### src/common/xrm_defs.vh
// Constants for the four-lane rate match FIFO.
// Included by the rate match module by bare name; definitions only.
`ifndef XRM_DEFS_VH
`define XRM_DEFS_VH

// Lane layout: 8 data bits plus a control-character flag per lane
`define XRM_LANES        4
`define XRM_LANE_W       9
`define XRM_R_CODE       8'h1c

// Elastic sizing; 200 ppm total offset drifts one column per 5000
`define XRM_PPM_TOTAL    200
`define XRM_DEPTH        16
`define XRM_HI_MARK      12
`define XRM_LO_MARK      4

// Least hold of the full and empty flags, in clock cycles
`define XRM_FLAG_HOLD    2'd3

// APB register byte offsets
`define XRM_ADDR_CTRL    12'h000
`define XRM_ADDR_STAT    12'h004
`define XRM_ADDR_MASK    12'h008
`define XRM_ADDR_LEVEL   12'h00c

// Control fields
`define XRM_CTRL_EN      0
`define XRM_CTRL_FLUSH   1
`define XRM_CTRL_RST     2'h1

// Status, mask and event fields
`define XRM_EV_DEL       0
`define XRM_EV_INS       1
`define XRM_EV_FULL      2
`define XRM_EV_EMPTY     3
`define XRM_EV_W         4
`define XRM_MASK_RST     4'h0

// Level register fields
`define XRM_LVL_RUN      8
`define XRM_LVL_FULL     9
`define XRM_LVL_EMPTY    10

`endif

### src/hdl/xrm_fifo_mem.v
// Column storage of the rate match FIFO: one write port, one read port.
// Assumes the caller keeps pointers in range and never writes when full.
`timescale 1ns/10ps

module xrm_fifo_mem #(
	parameter WIDTH = 36,
	parameter DEPTH = 16,
	parameter AW    = 4
) (
	input  wire             pclk,
	input  wire             wr_en,
	input  wire [AW-1:0]    wr_addr,
	input  wire [WIDTH-1:0] wr_data,
	input  wire [AW-1:0]    rd_addr,
	output wire [WIDTH-1:0] rd_data
);

	reg [WIDTH-1:0] mem [0:DEPTH-1];

	// No reset: contents are only read behind the write pointer
	always @(posedge pclk) begin
		if (wr_en) begin
			mem[wr_addr] <= wr_data;
		end
	end

	assign rd_data = mem[rd_addr];

endmodule // xrm_fifo_mem

### src/hdl/xrm_rate_match.v
// Four-lane receive rate match FIFO with APB registers and interrupt.
// Assumes lanes arrive word-aligned and deskewed, one column per in_valid,
// and the fabric takes one column per out_take; all on pclk.
`timescale 1ns/10ps
`include "xrm_defs.vh"

module xrm_rate_match #(
	parameter DEPTH   = `XRM_DEPTH,
	parameter HI_MARK = `XRM_HI_MARK,
	parameter LO_MARK = `XRM_LO_MARK
) (
	input  wire        pclk,
	input  wire        presetn,
	input  wire        psel,
	input  wire        penable,
	input  wire        pwrite,
	input  wire [11:0] paddr,
	input  wire [31:0] pwdata,
	output reg  [31:0] prdata,
	output wire        pready,
	output reg         pslverr,
	input  wire        in_valid,
	input  wire [35:0] in_column,
	input  wire [3:0]  sync_status,
	input  wire        lanes_aligned,
	input  wire        out_take,
	output reg         out_valid,
	output reg  [35:0] out_column,
	output reg  [3:0]  col_deleted,
	output reg  [3:0]  col_inserted,
	output wire        fifo_full,
	output wire        fifo_empty,
	output wire        irq
);

	localparam AW = $clog2(DEPTH);
	localparam LW = AW + 1;
	localparam [LW-1:0] LVL_MAX = DEPTH[LW-1:0];
	localparam [LW-1:0] LVL_HI  = HI_MARK[LW-1:0];
	localparam [LW-1:0] LVL_LO  = LO_MARK[LW-1:0];

	// Idle code group: K28.0 with the control flag set
	function is_r_lane;
		input [`XRM_LANE_W-1:0] lane;
		begin
			is_r_lane = (lane == {1'b1, `XRM_R_CODE});
		end
	endfunction

	// Wrap by compare, so DEPTH need not be a power of two
	function [AW-1:0] ptr_inc;
		input [AW-1:0] ptr;
		begin
			if (ptr == DEPTH - 1) begin
				ptr_inc = {AW{1'b0}};
			end else begin
				ptr_inc = ptr + 1'b1;
			end
		end
	endfunction

	// Hold counter: an event reloads it, so repeated events stretch the flag
	function [1:0] hold_step;
		input       evt;
		input [1:0] cnt;
		begin
			if (evt) begin
				hold_step = `XRM_FLAG_HOLD;
			end else if (cnt != 2'd0) begin
				hold_step = cnt - 2'd1;
			end else begin
				hold_step = 2'd0;
			end
		end
	endfunction

	reg  [1:0]           ctrl_reg;
	reg  [`XRM_EV_W-1:0] stat_reg;
	reg  [`XRM_EV_W-1:0] mask_reg;
	reg  [AW-1:0]        wr_ptr_reg;
	reg  [AW-1:0]        rd_ptr_reg;
	reg  [LW-1:0]        level_reg;
	reg  [1:0]           full_cnt_reg;
	reg  [1:0]           empty_cnt_reg;
	wire [35:0]          head_col;
	wire                 running;
	wire                 in_is_r;
	wire                 do_delete;
	wire                 full_evt;
	wire                 do_push;
	wire                 empty_evt;
	wire                 do_insert;
	wire                 do_pop;
	wire                 flush;
	wire                 apb_setup;
	wire                 apb_wr;
	wire                 stat_rd;
	wire [`XRM_EV_W-1:0] events;
	reg  [31:0]          rd_mux;
	reg                  addr_bad;
	// Next values of the registers above
	reg  [1:0]           ctrl_next;
	reg  [`XRM_EV_W-1:0] stat_next;
	reg  [`XRM_EV_W-1:0] mask_next;
	reg  [AW-1:0]        wr_ptr_next;
	reg  [AW-1:0]        rd_ptr_next;
	reg  [LW-1:0]        level_next;
	wire [3:0]           in_lane_r;
	wire [3:0]           head_lane_r;
	wire                 head_is_r;
	wire                 deliver;
	wire                 ctrl_wr;
	wire                 mask_wr;

	// Matching waits for every lane in sync and the deskew to lock
	assign running = ctrl_reg[`XRM_CTRL_EN] & (&sync_status) & lanes_aligned;

	// Lanes are judged one by one; only an all-idle column may be edited
	genvar g;
	generate
		for (g = 0; g < `XRM_LANES; g = g + 1) begin : g_lane
			assign in_lane_r[g]   = is_r_lane(in_column[g*`XRM_LANE_W +: `XRM_LANE_W]);
			assign head_lane_r[g] = is_r_lane(head_col[g*`XRM_LANE_W +: `XRM_LANE_W]);
		end
	endgenerate

	assign in_is_r   = &in_lane_r;
	assign head_is_r = &head_lane_r;

	// Write side: drop an idle column when running near full
	assign do_delete = in_valid & running & in_is_r & (level_reg >= LVL_HI);
	// A full FIFO drops a non-idle column plainly; an idle one is still deleted while running, with no full event
	assign full_evt  = in_valid & ~do_delete & (level_reg == LVL_MAX);
	assign do_push   = in_valid & ~do_delete & ~full_evt;

	// Read side: repeat an idle head column when running near empty
	assign empty_evt = out_take & (level_reg == {LW{1'b0}});
	assign do_insert = out_take & ~empty_evt & running & head_is_r &
		(level_reg <= LVL_LO);
	assign do_pop    = out_take & ~empty_evt & ~do_insert;
	// A delivered column is either a pop or a repeated idle head
	assign deliver   = do_pop | do_insert;

	xrm_fifo_mem #(
		.WIDTH   (36),
		.DEPTH   (DEPTH),
		.AW      (AW)
	) u_mem (
		.pclk    (pclk),
		.wr_en   (do_push),
		.wr_addr (wr_ptr_reg),
		.wr_data (in_column),
		.rd_addr (rd_ptr_reg),
		.rd_data (head_col)
	);

	// Marks keep DEPTH-HI columns of headroom for the ppm drift
	always @* begin
		wr_ptr_next = wr_ptr_reg;
		rd_ptr_next = rd_ptr_reg;
		level_next  = level_reg;
		if (flush) begin
			wr_ptr_next = {AW{1'b0}};
			rd_ptr_next = {AW{1'b0}};
			level_next  = {LW{1'b0}};
		end else begin
			if (do_push) begin
				wr_ptr_next = ptr_inc(wr_ptr_reg);
			end
			if (do_pop) begin
				rd_ptr_next = ptr_inc(rd_ptr_reg);
			end
			if (do_push & ~do_pop) begin
				level_next = level_reg + 1'b1;
			end else if (do_pop & ~do_push) begin
				level_next = level_reg - 1'b1;
			end
		end
	end

	always @(posedge pclk or negedge presetn) begin
		if (!presetn) begin
			wr_ptr_reg <= {AW{1'b0}};
			rd_ptr_reg <= {AW{1'b0}};
			level_reg  <= {LW{1'b0}};
		end else begin
			wr_ptr_reg <= wr_ptr_next;
			rd_ptr_reg <= rd_ptr_next;
			level_reg  <= level_next;
		end
	end

	// Output column register and per-lane edit strobes
	always @(posedge pclk or negedge presetn) begin
		if (!presetn) begin
			out_valid    <= 1'b0;
			out_column   <= 36'h0;
			col_deleted  <= 4'h0;
			col_inserted <= 4'h0;
		end else begin
			out_valid    <= deliver;
			col_deleted  <= {`XRM_LANES{do_delete}};
			col_inserted <= {`XRM_LANES{do_insert}};
			if (deliver) begin
				out_column <= head_col;
			end
		end
	end

	// Flags stretch so a slow fabric sampler still sees them
	always @(posedge pclk or negedge presetn) begin
		if (!presetn) begin
			full_cnt_reg  <= 2'd0;
			empty_cnt_reg <= 2'd0;
		end else begin
			full_cnt_reg  <= hold_step(full_evt, full_cnt_reg);
			empty_cnt_reg <= hold_step(empty_evt, empty_cnt_reg);
		end
	end

	// Flags hold for XRM_FLAG_HOLD cycles after the last event, then clear
	assign fifo_full  = (full_cnt_reg != 2'd0);
	assign fifo_empty = (empty_cnt_reg != 2'd0);

	// APB slave: zero wait states, read data captured in the setup cycle
	assign pready    = 1'b1;
	assign apb_setup = psel & ~penable;
	assign apb_wr    = psel & penable & pwrite;
	assign stat_rd   = psel & penable & ~pwrite & (paddr == `XRM_ADDR_STAT);
	assign ctrl_wr   = apb_wr & (paddr == `XRM_ADDR_CTRL);
	assign mask_wr   = apb_wr & (paddr == `XRM_ADDR_MASK);
	// Flush empties the FIFO but leaves the flags to run out their hold
	assign flush     = ctrl_wr & pwdata[`XRM_CTRL_FLUSH];

	always @* begin
		rd_mux   = 32'h0;
		addr_bad = 1'b0;
		case (paddr)
			`XRM_ADDR_CTRL:  rd_mux = {31'h0, ctrl_reg[`XRM_CTRL_EN]};
			`XRM_ADDR_STAT:  rd_mux = {28'h0, stat_reg};
			`XRM_ADDR_MASK:  rd_mux = {28'h0, mask_reg};
			`XRM_ADDR_LEVEL: rd_mux = {21'h0, fifo_empty, fifo_full, running,
				{(8 - LW){1'b0}}, level_reg};
			default:         addr_bad = 1'b1;
		endcase
	end

	always @(posedge pclk or negedge presetn) begin
		if (!presetn) begin
			prdata  <= 32'h0;
			pslverr <= 1'b0;
		end else if (apb_setup) begin
			prdata  <= pwrite ? 32'h0 : rd_mux;
			pslverr <= addr_bad;
		end
	end

	assign events = {empty_evt, full_evt, do_insert, do_delete};

	// Sticky status: a read clears only the bits it returned, so an event
	// landing between the setup and access edges is kept
	always @* begin
		ctrl_next = ctrl_reg;
		mask_next = mask_reg;
		stat_next = stat_reg | events;
		if (stat_rd) begin
			stat_next = (stat_reg & ~prdata[`XRM_EV_W-1:0]) | events;
		end
		if (ctrl_wr) begin
			ctrl_next = {1'b0, pwdata[`XRM_CTRL_EN]};
		end
		if (mask_wr) begin
			mask_next = pwdata[`XRM_EV_W-1:0];
		end
	end

	always @(posedge pclk or negedge presetn) begin
		if (!presetn) begin
			ctrl_reg <= `XRM_CTRL_RST;
			mask_reg <= `XRM_MASK_RST;
			stat_reg <= {`XRM_EV_W{1'b0}};
		end else begin
			ctrl_reg <= ctrl_next;
			mask_reg <= mask_next;
			stat_reg <= stat_next;
		end
	end

	assign irq = |(stat_reg & mask_reg);

endmodule // xrm_rate_match

### config.mk
export PLATFORM = sky130hd
export DESIGN_NAME = xrm_rate_match
export DESIGN_NICKNAME = d
export VERILOG_FILES = /design/src/hdl/xrm_fifo_mem.v /design/src/hdl/xrm_rate_match.v
export VERILOG_INCLUDE_DIRS = /design/src /design/src/common
export SDC_FILE = /design/constraint.sdc
export NUM_CORES = 1
export LEC_CHECK = 0
export BUFFER_PORTS_ARGS = -buffer_cell sky130_fd_sc_hd__buf_2
export CORE_ASPECT_RATIO = 0.5
export CORE_MARGIN = 3
export CORE_UTILIZATION = 50
export DETAILED_ROUTE_END_ITERATION = 6
export MAX_ROUTING_LAYER = met4
export PLACE_DENSITY = 0.72
export SYNTH_ARGS = -nofsm -noshare
export SYNTH_HDL_FRONTEND = slang
export SYNTH_SLANG_ARGS = --single-unit
export TNS_END_PERCENT = 50
### constraint.sdc
create_clock -name pclk -period 5.7 [get_ports pclk]
set_input_delay 1.14 -clock pclk [delete_from_list [all_inputs] [get_ports pclk]]
set_output_delay 1.14 -clock pclk [all_outputs]
set_load 0.05 [all_outputs]
# After elaboration in Yosys (flattened, before gate mapping)
# Memories as Yosys holds them, arrays and structs flattened.
# Cells that the tools add are included.
# totals
ff_bits,98
output_inout_bits,82
wordCells,106
n_memories,1
input_bits,92
mem_bits_rw,576
latchBits,0
romBits,0
# memory_table
memory,depth,width,read_ports,rd_clocked_by_memory_dff,write_ports,line_no,text
u_mem.mem,16,36,1,0,1,xrm_fifo_mem.v:18,reg [WIDTH-1:0] mem [0:DEPTH-1];
# classes
mux,19
reduce_logical,12
div,0
bitwise_logic,38
shift,0
n_mul,0
addsub,6
eq_ne,14
magnitude_cmp,2
# op_table
operator,n
"9-bit == test, second input constant",8
11-bit one-hot mux with 4 select lines,1
4-bit two-way mux,7
1-bit AND,24
"12-bit by 4-bit == test with 1-bit output, second input constant",2
5-bit two-way mux,3
"12-bit by 3-bit == test with 1-bit output, second input constant",1
12-bit logical NOT,1
4-bit AND reduction,3
11-bit two-way mux,1
"4-bit by 1-bit adder with 4-bit output, second input constant",2
4-bit AND,2
"4-bit == test, second input constant",2
2-bit two-way mux,4
1-bit NOT,8
4-bit OR,2
2-bit nonzero test,4
4-bit OR reduction,2
"5-bit by 1-bit adder with 5-bit output, second input constant",1
"5-bit == test, second input constant",1
"5-bit by 4-bit greater-or-equal comparator with 1-bit output, second input constant",1
"5-bit by 3-bit <= comparator with 1-bit output, second input constant",1
5-bit logical NOT,1
"5-bit by 1-bit subtractor with 5-bit output, second input constant",1
other kinds (5),8

# Logic depth before layout (Yosys ltp)
# logic_depth
depth_word,16
depth_mapped,20
mapped_depth_nobuf,15

# Cells and area by module
# From an unflattened synthesis, not the netlist that was laid out.
# hier_totals
hier_cells,1311
area_unflattened_um2,25398.1
# by_module_without_submodules
mod,seq_area_each_um2,area_each_um2,cells_per_inst,instances
xrm_fifo_mem,17296.6,21599.5,902,1
xrm_rate_match,1853.0,3798.6,409,1

# Least setup slack after synthesis
# OpenSTA, ideal clock, no wires.
# synth_path
path_type,register to register
from,register rd_ptr_reg[0]
to,register level_reg[4]
path_stages_with_launch,19
path_buffers,4
setup_ps,126
t_required_ps,5574
t_arrival_ps,4119
path_slack_ps,1456
period_less_slack_ps,4244
path_cell_list,dfrtp_1 > buf_6 > buf_6 > buf_2 > mux4_2 > a22oi_1 > nand2_1 > nor4_1 > nand4_1 > or4b_1 > buf_2 > a21oi_4 > inv_2 > fa_1 > a21o_1 > a21o_1 > nor4_1 > o21ai_1 > nor3b_2
# synth_via
elab_chain_cells,11
word_cells_on_any_way,16
classes_between,4 x eq/ne; 2 x mux; 7 x bitwise; 2 x reduce/logical; 1 x memory
# synth_lines
item,line_no,text
"start, declared",xrm_rate_match.v:81,reg [AW-1:0] rd_ptr_reg;
"start signal, assigned",xrm_rate_match.v:184,rd_ptr_reg <= {AW{1'b0}};
"start signal, assigned",xrm_rate_match.v:188,rd_ptr_reg <= rd_ptr_next;
memory 16 x 36 bit *,n/a,
9-bit == test,xrm_rate_match.v:46,"is_r_lane = (lane == {1'b1, `XRM_R_CODE});"
4-bit AND reduction *,xrm_rate_match.v:128,assign head_is_r = &head_lane_r;
1-bit AND * (2 in series),xrm_rate_match.v:138,assign do_insert = out_take & ~empty_evt & running & head_is_r &
1-bit NOT *,xrm_rate_match.v:140,assign do_pop = out_take & ~empty_evt & ~do_insert;
1-bit AND *,xrm_rate_match.v:140,
1-bit NOT,xrm_rate_match.v:173,if (do_push & ~do_pop) begin
1-bit AND,xrm_rate_match.v:173,
5-bit two-way mux,xrm_rate_match.v:173,
5-bit two-way mux,xrm_rate_match.v:162,if (flush) begin
"end signal, assigned",xrm_rate_match.v:185,level_reg <= {LW{1'b0}};
"end signal, assigned",xrm_rate_match.v:189,level_reg <= level_next;
"end, declared",xrm_rate_match.v:82,reg [LW-1:0] level_reg;
# Mark *: on every way between the ends. The rest lies on a longest branch, timed or not.
# A chain may end at the register's enable or synchronous reset.

# Final worst setup path
# Same ends and word-level chain as after synthesis.

==> metrics <==
Die X-Extent=326 um; filler cell count=3492; Nets=1520; post-synthesis register bit count=650; combinational share of power=30.7%; drt wl/cell=27.9 um; Final Hold Fails=0; most frequent cells in the layout=edfxtp_1 (576), mux4_2 (149), buf_2 (119); CP Max Fanout=19; die area=54000 sq um; drt pass-1 iters=6; final cell count without fillers=2142; Rows=57; syn_area_per_cell=20.3 sq um; post-CTS setup buffers=0; Async S/R FF share, synth=11.4%; Placed Instances=2039; CTS Root Cell=clkbuf_16; HPWL after DPL=35.2 mm; fraction of layout cells with a size suffix above 1=31.0%; Hold Path Class=reg -> reg; Initial DRC Count=1628; Final Cycle Share=92.0%; drt via density=6.24; gr usage total=22.9%; Gate Count Post-Synth=1257; Starting Density=51.6%; Worst Skew=24.0 ps; Clock transition at path regs=70 ps; number of port buffers=120; max reg flops=576; multi-input logic area=5870 sq um; Critical Path End Type=flip-flop; commonest non-fill, non-tap cell in the layout=edfxtp_1; WP data arrival=5690 ps; initial antenna violation count=1; Worst path slowest cell=or4b_1; final number of setup-violating endpoints=0; largest net degree at the start of global routing=75; clock buffer depth=3; Net Sw Frac=32.7%; PwrDens=488 nW/um^2; total core area=49500 sq um; leak pwr=9.77 nW; CP startpoint=rd_ptr_reg[0]$_DFFE_PN0P_; Rel. slew slack=18.7%; vias in the first global route=13500; worst-skew pair later-pin latency=600 ps; final WL=59.7 mm; FF-to-FF Start=rd_ptr_reg[0]$_DFFE_PN0P_; CTS Hold Buffers Added=0; Int Pwr=0.00941 W; ANT nets after route=0; first-pass GRT wire length=89.0 mm; CP cell instances=buf_4, mux4_2, a22oi_1, nand2_1, nor4_1, nand4_1, or4b_1, a21oi_4, inv_2, fa_1, a21o_1, a21o_1, nor4_1, o21ai_1, nor3b_2; worst hold start=out_column[28]$_DFFE_PN0P_; CTS resizes=0; sequential share of the synthesized area=75.0%; clock period minus worst slack=5240 ps; f_max=0.191 GHz; crit-path max cell delay=710 ps; DR vias=13400; startpoint types=flip-flop; Layout Area Growth over Synthesis=12.3%; Cell Area, Synth=25500 sq um; setup TNS=0 ps; Sequential Power Share=43.5%; FF/Latch Area=19200 sq um; grt total ovfl=0; number of synthesized flops with an enable pin=576; DR DRC count=0; Setup CP Type=reg -> reg; Worst-Margin Slew=1220 ps; H-tree depth=2; outcome=finished clean; Worst VDD drop=0.357 mV; Die Y-Extent=166 um; Switch Pwr=0.00458 W; WP data required=6140 ps; # clock sinks=650; clock share of power=25.8%; RSZ-0062 raised after global routing=no; TritonCTS clock tree=yes; ys flop type=edfxtp_1; Distinct cells, synth=60; Top Registers=u_mem.mem: 576 flops, out_column: 36 flops, prdata: 8 flops; I/O Pins=174; GPL Wtd Cong=0.822; Num CTS Buffers=55; Biggest register=u_mem.mem; Final Slew Violations=0; max_cap viols=0; synth warn=0
==> cells by family after synthesis <==
| group | synth area share (%) |
|---|---|
| multiplexers | 14.4 |
| adder cells (fa/ha/maj) | 0.520 |
| XOR/XNOR | 0.172 |
| AND/OR/NAND/NOR | 3.75 |
| flip-flops | 75.0 |
| AO/OA/AOI/OAI | 3.65 |
| other | 0.0294 |
| buffers and inverters | 2.47 |
==> metal layers <==
layer  share of wire [%]  vias to the layer above  global-route usage [%]
met5                   0                        -                       -
met4                 2.5                        0                    6.06
met3                  10                      131                    5.00
met2                  47                      772                    34.7
met1                  40                     7008                    32.0
li1                    -                     5449                       -
==> power by group through the flow <==
stage | Combinational [W] | Sequential [W] | Clock [W]
after floorplan | 0.00261 | 0.00648 | 0
after global placement | 0.00420 | 0.00613 | 0
after detailed placement | 0.00428 | 0.00617 | 0
after CTS | 0.00431 | 0.00608 | 0.00364
after global routing | 0.00455 | 0.00613 | 0.00385
final | 0.00430 | 0.00608 | 0.00361
==> critical path, delay by kind of cell (launching register included) <==
| family | cells | cell delay [ps] |
|---|---|---|
| mux | 1 | 530 |
| flops | 1 | 680 |
| fa+ha+maj | 1 | 430 |
| compound gates | 5 | 990 |
| simple gates | 6 | 1990 |
| buf+inv | 2 | 450 |
==> stage by stage <==
step           worst slack (ps)  hold slack [ps]  utilization (%)  instance area (sq um)  total power [W]
2_1_floorplan              1460              438                -                  25600          0.00908
3_3_place_gp                638              450             54.5                  27000           0.0103
3_5_place_dp                522              451             54.5                  27000           0.0105
4_1_cts                     503              472             57.9                  28700           0.0140
5_1_grt                     219              494             57.9                  28700           0.0145
6_report                    456              470             57.9                  28700           0.0140
==> path summary, 6_finish.rpt <==
check | to | slack, ps | cells past startpoint
setup / recovery | level_reg[4]$_DFFE_PN0P_ | 460 | 15
hold / removal | out_column[28]$_DFFE_PN0P_ | 470 | 2
setup reg to reg | level_reg[4]$_DFFE_PN0P_ | 460 | 15
hold reg to reg | out_column[28]$_DFFE_PN0P_ | 470 | 2
max in group asynchronous | rd_ptr_reg[1]$_DFFE_PN0P_ | 4130 | 1
min in group asynchronous | mask_reg[0]$_DFFE_PN0P_ | 730 | 1
==> cells in the mapped netlist (all sizes together), types with 6 or more instances <==
cell      n  area share (%)
nor3      9            0.22
clkbuf   23            0.34
edfxtp  576              68
nand2    75             1.1
nand3     9            0.18
a221oi   10            0.34
ha        9            0.44
and2     19            0.47
mux4    149              13
nor2b     7            0.17
a21oi    16            0.37
nor4      9            0.22
mux2     23             1.0
o21ai    27            0.53
mux2i     6            0.24
buf      68             2.0
a21o      6            0.18
inv       9            0.13
nand4     7            0.17
a22oi    28            0.82
dfrtp    73             7.2
nor2     18            0.26
a22o     30             1.0
==> layout make-up <==
type / count / area share [%]
sequential: 650 / 66.8
multi-input combinational: 529 / 20.5
clock buffer: 79 / 5.32
timing repair buffer: 172 / 3.64
tap: 678 / 2.96
clock inverter: 23 / 0.633
inverter: 10 / 0.135
antenna: 1 / 0.00873
Power figures use the tool's default switching activity.
